**config.mk**
```make
export PLATFORM = sky130hd
export DESIGN_NAME = hbsel_top
export DESIGN_NICKNAME = d
export VERILOG_FILES = /design/src/common/hbsel_pkg.sv /design/src/core/hbsel_route.sv /design/src/core/hbsel_top.sv
export SDC_FILE = /design/constraint.sdc
export NUM_CORES = 1
export LEC_CHECK = 0
export ABC_CLOCK_PERIOD_IN_PS = 900
export BUFFER_PORTS_ARGS = -buffer_cell sky130_fd_sc_hd__buf_2
export CAP_MARGIN = 10
export CORE_MARGIN = 5
export CORE_UTILIZATION = 30
export DETAILED_ROUTE_END_ITERATION = 7
export PLACE_DENSITY = 0.6
export SYNTH_ARGS = -nofsm -noshare
export SYNTH_HDL_FRONTEND = slang
export SYNTH_HIERARCHICAL = 1
export SYNTH_SLANG_ARGS = --single-unit
```
**constraint.sdc**
```tcl
create_clock -name clk_sys -period 0.9 [get_ports clk_sys]
set_input_delay 0.18 -clock clk_sys [delete_from_list [all_inputs] [get_ports clk_sys]]
set_output_delay 0.18 -clock clk_sys [all_outputs]
set_load 0.02 [all_outputs]
```
**src/common/hbsel_pkg.sv**
```systemverilog
// shared constants for the host bus resource selection block
`default_nettype none
package hbsel_pkg;
  // ----------------------------------------
  // host channel and line counts, defaults, forbidden channel and supported lines
  // ----------------------------------------
  localparam int DMA_CHANNELS = 8;
  localparam int IRQ_LINES = 16;
  localparam logic [2:0] DMA_CH_FORBIDDEN = 3'h4;
  localparam logic [2:0] DMA_A_DEFAULT = 3'h6;
  localparam logic [2:0] DMA_B_DEFAULT = 3'h7;
  localparam logic [3:0] IRQ_DEFAULT = 4'hA;
  localparam logic [15:0] IRQ_SUPPORTED = 16'hDEF8;
  // ----------------------------------------
  // address window
  // ----------------------------------------
  localparam int ADDR_W = 10;
  localparam int BASE_LSB = 5;
  localparam logic [4:0] BASE_DEFAULT = 5'h11;
endpackage
`default_nettype wire

```
**src/core/hbsel_route.sv**
```systemverilog
// one dma path: request routing and acknowledge selection for a channel number
`timescale 1ns/10ps
`default_nettype none
module hbsel_route
(
  // ---- selection
  input wire logic [2:0] chan,
  input wire logic active,
  // ---- path side
  input wire logic req,
  output logic ack,
  // ---- host side
  output logic [7:0] reqOut,
  output logic [7:0] reqOe,
  input wire logic [7:0] ackIn
);
  logic valid;
  assign valid = (chan != hbsel_pkg::DMA_CH_FORBIDDEN);
  always_comb
  begin
    reqOut = 8'h00;
    reqOe = 8'h00;
    ack = 1'b0;
    if (active && valid)
    begin
      reqOut[chan] = req;
      reqOe[chan] = 1'b1;
      ack = ~ackIn[chan];
    end
  end
endmodule
`default_nettype wire

```
**src/core/hbsel_top.sv**
```systemverilog
// host bus resource selection: io window decode, dma path routing, shared irq gating
// ----------------------------------------
// ----------------------------------------
`timescale 1ns/10ps
`default_nettype none
module hbsel_top
(
  // ---- clock and reset
  input wire logic clk_sys,
  input wire logic nrst,
  // ---- configuration
  input wire logic [4:0] baseSel,
  input wire logic [2:0] dmaChanA,
  input wire logic [2:0] dmaChanB,
  input wire logic [3:0] irqSel,
  input wire logic dma_global_enable,
  input wire logic dualDma,
  input wire logic irq_master_enable,
  input wire logic transfer_count_irq_enable,
  input wire logic completion_irq_enable,
  // ---- host io address
  input wire logic [9:0] ioAddr,
  input wire logic ioCycle,
  output logic ioHit,
  // ---- internal dma and irq sources
  input wire logic dmaReqA,
  input wire logic dmaReqB,
  input wire logic irqPending,
  output logic dmaAckA,
  output logic dmaAckB,
  // ---- host dma pins, acknowledges active low
  input wire logic [7:0] hostAckIn_n,
  output logic [7:0] hostReqOut,
  output logic [7:0] hostReqOe,
  // ---- host irq pins
  output logic [15:0] hostIrqOut,
  output logic [15:0] hostIrqOe
);
  // ----------------------------------------
  // path and line selection
  // ----------------------------------------
  logic [7:0] rOutA;
  logic [7:0] rOeA;
  logic [7:0] rOutB;
  logic [7:0] rOeB;
  logic ackA;
  logic ackB;
  logic pathAOn;
  logic pathBOn;
  logic irqOn;
  logic irqLineOk;
  logic [3:0] irqLine;
  logic next_ioHit;
  logic next_dmaAckA;
  logic next_dmaAckB;
  logic [7:0] next_hostReqOut;
  logic [7:0] next_hostReqOe;
  logic [15:0] next_hostIrqOut;
  logic [15:0] next_hostIrqOe;

  function automatic logic chanOk(input logic [2:0] ch);
    chanOk = (ch != hbsel_pkg::DMA_CH_FORBIDDEN);
  endfunction

  // one-hot mask of a host irq line number
  function automatic logic [15:0] lineMask(input logic [3:0] line);
    lineMask = 16'h0000;
    lineMask[line] = 1'b1;
  endfunction

  // a refused channel leaves its path released instead of falling back
  // to a default, so a bad setting can never take another board's line

  assign pathAOn = dma_global_enable && chanOk(dmaChanA);
  // single mode drops b
  // b on a's channel is refused: both paths would fight over one request pin
  assign pathBOn = dma_global_enable && dualDma && chanOk(dmaChanB) && (dmaChanB != dmaChanA);
  assign irqLine = (irqSel == 4'h0) ? hbsel_pkg::IRQ_DEFAULT : irqSel;
  assign irqLineOk = hbsel_pkg::IRQ_SUPPORTED[irqLine];
  assign irqOn = irq_master_enable || transfer_count_irq_enable || completion_irq_enable;

  // ----------------------------------------
  // dma paths
  // ----------------------------------------
  hbsel_route routeA
  (
    .chan(dmaChanA),
    .active(pathAOn),
    .req(dmaReqA),
    .ack(ackA),
    .reqOut(rOutA),
    .reqOe(rOeA),
    .ackIn(hostAckIn_n)
  );

  hbsel_route routeB
  (
    .chan(dmaChanB),
    .active(pathBOn),
    .req(dmaReqB),
    .ack(ackB),
    .reqOut(rOutB),
    .reqOe(rOeB),
    .ackIn(hostAckIn_n)
  );

  // ----------------------------------------
  // io window decode
  // ----------------------------------------
  // address bits 4:0 pick a register inside the 32-byte window and
  // take no part in the compare
  always_comb
  begin
    next_ioHit = ioCycle && (ioAddr[hbsel_pkg::ADDR_W-1:hbsel_pkg::BASE_LSB] == baseSel);
  end

  always_ff @(posedge clk_sys or negedge nrst)
  begin
    if (!nrst)
    begin
      ioHit <= 1'b0;
    end
    else
    begin
      ioHit <= next_ioHit;
    end
  end

  // ----------------------------------------
  // dma requests to the host
  // ----------------------------------------
  // the paths never share a channel, so or-ing them cannot merge two drivers
  always_comb
  begin
    next_hostReqOut = rOutA | rOutB;
    next_hostReqOe = rOeA | rOeB;
  end

  always_ff @(posedge clk_sys or negedge nrst)
  begin
    if (!nrst)
    begin
      hostReqOut <= 8'h00;
      hostReqOe <= 8'h00;
    end
    else
    begin
      hostReqOut <= next_hostReqOut;
      hostReqOe <= next_hostReqOe;
    end
  end

  // ----------------------------------------
  // dma acknowledges to the paths
  // ----------------------------------------
  always_comb
  begin
    // ack from the path's own channel
    next_dmaAckA = ackA;
    next_dmaAckB = ackB;
  end

  always_ff @(posedge clk_sys or negedge nrst)
  begin
    if (!nrst)
    begin
      dmaAckA <= 1'b0;
      dmaAckB <= 1'b0;
    end
    else
    begin
      dmaAckA <= next_dmaAckA;
      dmaAckB <= next_dmaAckB;
    end
  end

  // ----------------------------------------
  // shared irq line
  // ----------------------------------------
  // the pending level goes out only on the one selected line; every
  // other line stays released so other boards can use it
  always_comb
  begin
    next_hostIrqOut = 16'h0000;
    next_hostIrqOe = 16'h0000;
    if (irqOn && irqLineOk)
    begin
      next_hostIrqOe = lineMask(irqLine);
      next_hostIrqOut = irqPending ? lineMask(irqLine) : 16'h0000;
    end
  end

  always_ff @(posedge clk_sys or negedge nrst)
  begin
    if (!nrst)
    begin
      hostIrqOut <= 16'h0000;
      hostIrqOe <= 16'h0000;
    end
    else
    begin
      hostIrqOut <= next_hostIrqOut;
      hostIrqOe <= next_hostIrqOe;
    end
  end
endmodule
`default_nettype wire

```
==> summary.txt <==
Layout
  • Layout Cells excl Fill: 399
  • Nets: 346
  • Layout area overhead: 64.2%
  • Post-route cell area: 3460 sq um
  • Utilization after layout: 0.506
  • ANT cells: 0
  • Layout cells sized above 1: 0.528
  • FILL cells: 628

Timing
  • Final setup vio count: 65
  • Hold Slack: 0.108 ns
  • Final TNS setup: -5.27 ns
  • Minimum clock period: 1.04 ns
  • Slew Viols, Final: 0
  • Final Worst Setup Slack: -0.140 ns
  • Period utilisation layout: 1.16
  • RSZ-0062 raised after global routing: yes
  • Fmax: 961 MHz
  • Hold violation count in the final report: 0

Synthesis
  • Synth Flop Type: dfrtp_1
  • Yosys top cell by area: dfrtp_1
  • Yosys cell types: 31
  • Cells after synthesis: 185
  • Post-synth top area share: 0.606
  • Syn_area_per_cell: 11.4 sq um
  • Synth Cell Area: 2110 sq um
  • Area contributors post-synth: dfrtp_1 61%, nor2_1 7.3%, or2_2 4.8%
  • YS warnings: 6
  • Fraction of registers with async set/reset: 1.00
  • Most common cell in the netlist: dfrtp_1
  • Top cells by count, synth: 51 x dfrtp_1, 41 x nor2_1, 16 x or2_2
  • EDFF count, synth: 0
  • Register area share after synthesis: 0.606
  • Seq cells post-synth: 51

Clock network
  • TritonCTS Buffers: 5
  • CTS Root Cell: clkbuf_8
  • CTS tree: yes
  • H-tree depth: 2
  • Clock Sinks: 51
  • Clk buf depth: 2
  • Clk pin slew, worst setup/hold paths: 0.09 ns

Detailed routing
  • DR vias/cell: 4.10
  • DRC violations left: 0
  • Drt initial violations: 30
  • Antenna viol nets, final: 0
  • DR vias: 1636
  • Post-Route WL: 5.03 mm
  • Drt first pass iters: 4
  • Routed length per placed instance: 12.6 microns

Outcome
  • Violated checks: negative setup slack
  • Status: finished with violations

Critical path
  • Critical path buffers and inverters: 1
  • CP Data Required Time: 0.72 ns
  • Kind of critical path: flip-flop to output port
  • Crit path largest cell delay: 0.42 ns
  • Family with the most delay on the worst path: flip-flops
  • CP max FO: 1
  • Type of destination of the critical path: output port
  • CP arrival: 0.86 ns
  • Type of origin of the critical path: flip-flop
  • Slowest-stage cell, CP: dfrtp_1
  • CP Cell Sequence: buf_6

Floorplan
  • Initial Util: 0.308
  • Core area: 6830 sq um
  • Die Height: 93.8 microns
  • Top-level port count: 95
  • Area of the die: 8800 sq um
  • Die W: 93.8 microns
  • Num rows: 30

Placement
  • Routability cong.: 0.834
  • DP Cell Count: 389
  • Port buffer count: 88
  • Placed cell area: 2880 sq um
  • DP Worst Slack: -0.428 ns
  • DP Wirelength: 3.86 mm

Power
  • Total power: 4.56 mW
  • VDD IR max: 0.544 mV
  • Leakage: 1.67 nW
  • Pwr/cell area: 1320 nW/um^2

Min path
  • Worst Hold Depth: 2
  • Endpoint, Worst Hold: ioHit
  • Hold_sp: ioCycle
  • Hold WC Path Type: primary input to flip-flop

Global routing
  • Largest net degree at the start of global routing: 52
  • Initial antenna violation count: 0
  • First-pass GRT wire length: 8.09 mm
  • Gr ovfl total: 0
  • Total GRT Usage: 0.116
  • Number of global-route vias before repair: 1705

Flow run
  • Max-cap violations: 0
-- layout make-up --
cell class | count | area, sq um | share of cell area
well taps | 96 | 120 | 0.0347
clock buffers | 6 | 72.6 | 0.0210
inverters | 1 | 6.26 | 0.00181
clock inverters | 2 | 12.5 | 0.00362
multi-input cells | 134 | 981 | 0.284
repair buffers | 109 | 991 | 0.286
flip-flops and latches | 51 | 1280 | 0.369
-- worst max path at each step --
| stage | startpoint | endpoint | cells after the start |
|---|---|---|---|
| after floorplan | dmaChanB[1] | hostReqOut[0] | 5 |
| after global placement | dmaChanB[0] | hostReqOut[1] | 6 |
| after detailed placement | dmaChanB[0] | hostReqOut[2] | 6 |
| after CTS | hostReqOut[0] | hostReqOut[0] | 1 |
| after global routing | hostReqOut[0] | hostReqOut[0] | 1 |
| final | hostReqOut[0] | hostReqOut[0] | 1 |
-- power by group --
group | total, mW | leakage (nW) | switching [mW] | internal (mW)
registers | 2.40 | 0.673 | 0.0360 | 2.36
clock network | 1.26 | 0.0412 | 0.719 | 0.544
logic | 0.891 | 0.955 | 0.442 | 0.449
-- cell families (layout without fill, tap and decap cells) --
group / after synthesis / in the layout / synth area share
multiplexers: 4 / 4 / 0.0309
other: 3 / 14 / 0.00534
flip-flops: 51 / 51 / 0.606
AO/OA/AOI/OAI: 7 / 7 / 0.0273
AND/OR/NAND/NOR: 100 / 100 / 0.252
buffers and inverters: 11 / 118 / 0.0410
XOR/XNOR: 9 / 9 / 0.0374
-- cell usage in the layout, fill, tap and decap left out, types with 4 or more instances in the layout --
cell	count
or2_4	14
nand2b_1	8
nand2_1	4
conb_1	14
buf_2	31
nand3b_1	6
clkbuf_8	5
nor2_2	6
xor2_1	5
buf_4	19
nor3_1	7
dfrtp_1	51
buf_6	54
nor2_1	34
-- registers in the layout, summed over array words and instances, names as in the netlist --
signal      flops
hostReqOe       8
hostReqOut      8
hostIrqOe      16
hostIrqOut     16
ioHit           1
dmaAckB         1
dmaAckA         1
-- routing by layer --
layer	global-route usage	wire length [microns]
met1	0.128	1860
met2	0.218	2750
met3	0.0296	328
met4	0.0325	87
met5	0	0
-- repair_timing --
action	in CTS	in global routing
setup buffers	1	1
pin swaps	14	7
resized for setup	120	23
hold buffers	1	0
setup endpoints to repair	67	67
hold endpoints to repair	51	0
Power figures use the tool's default switching activity.
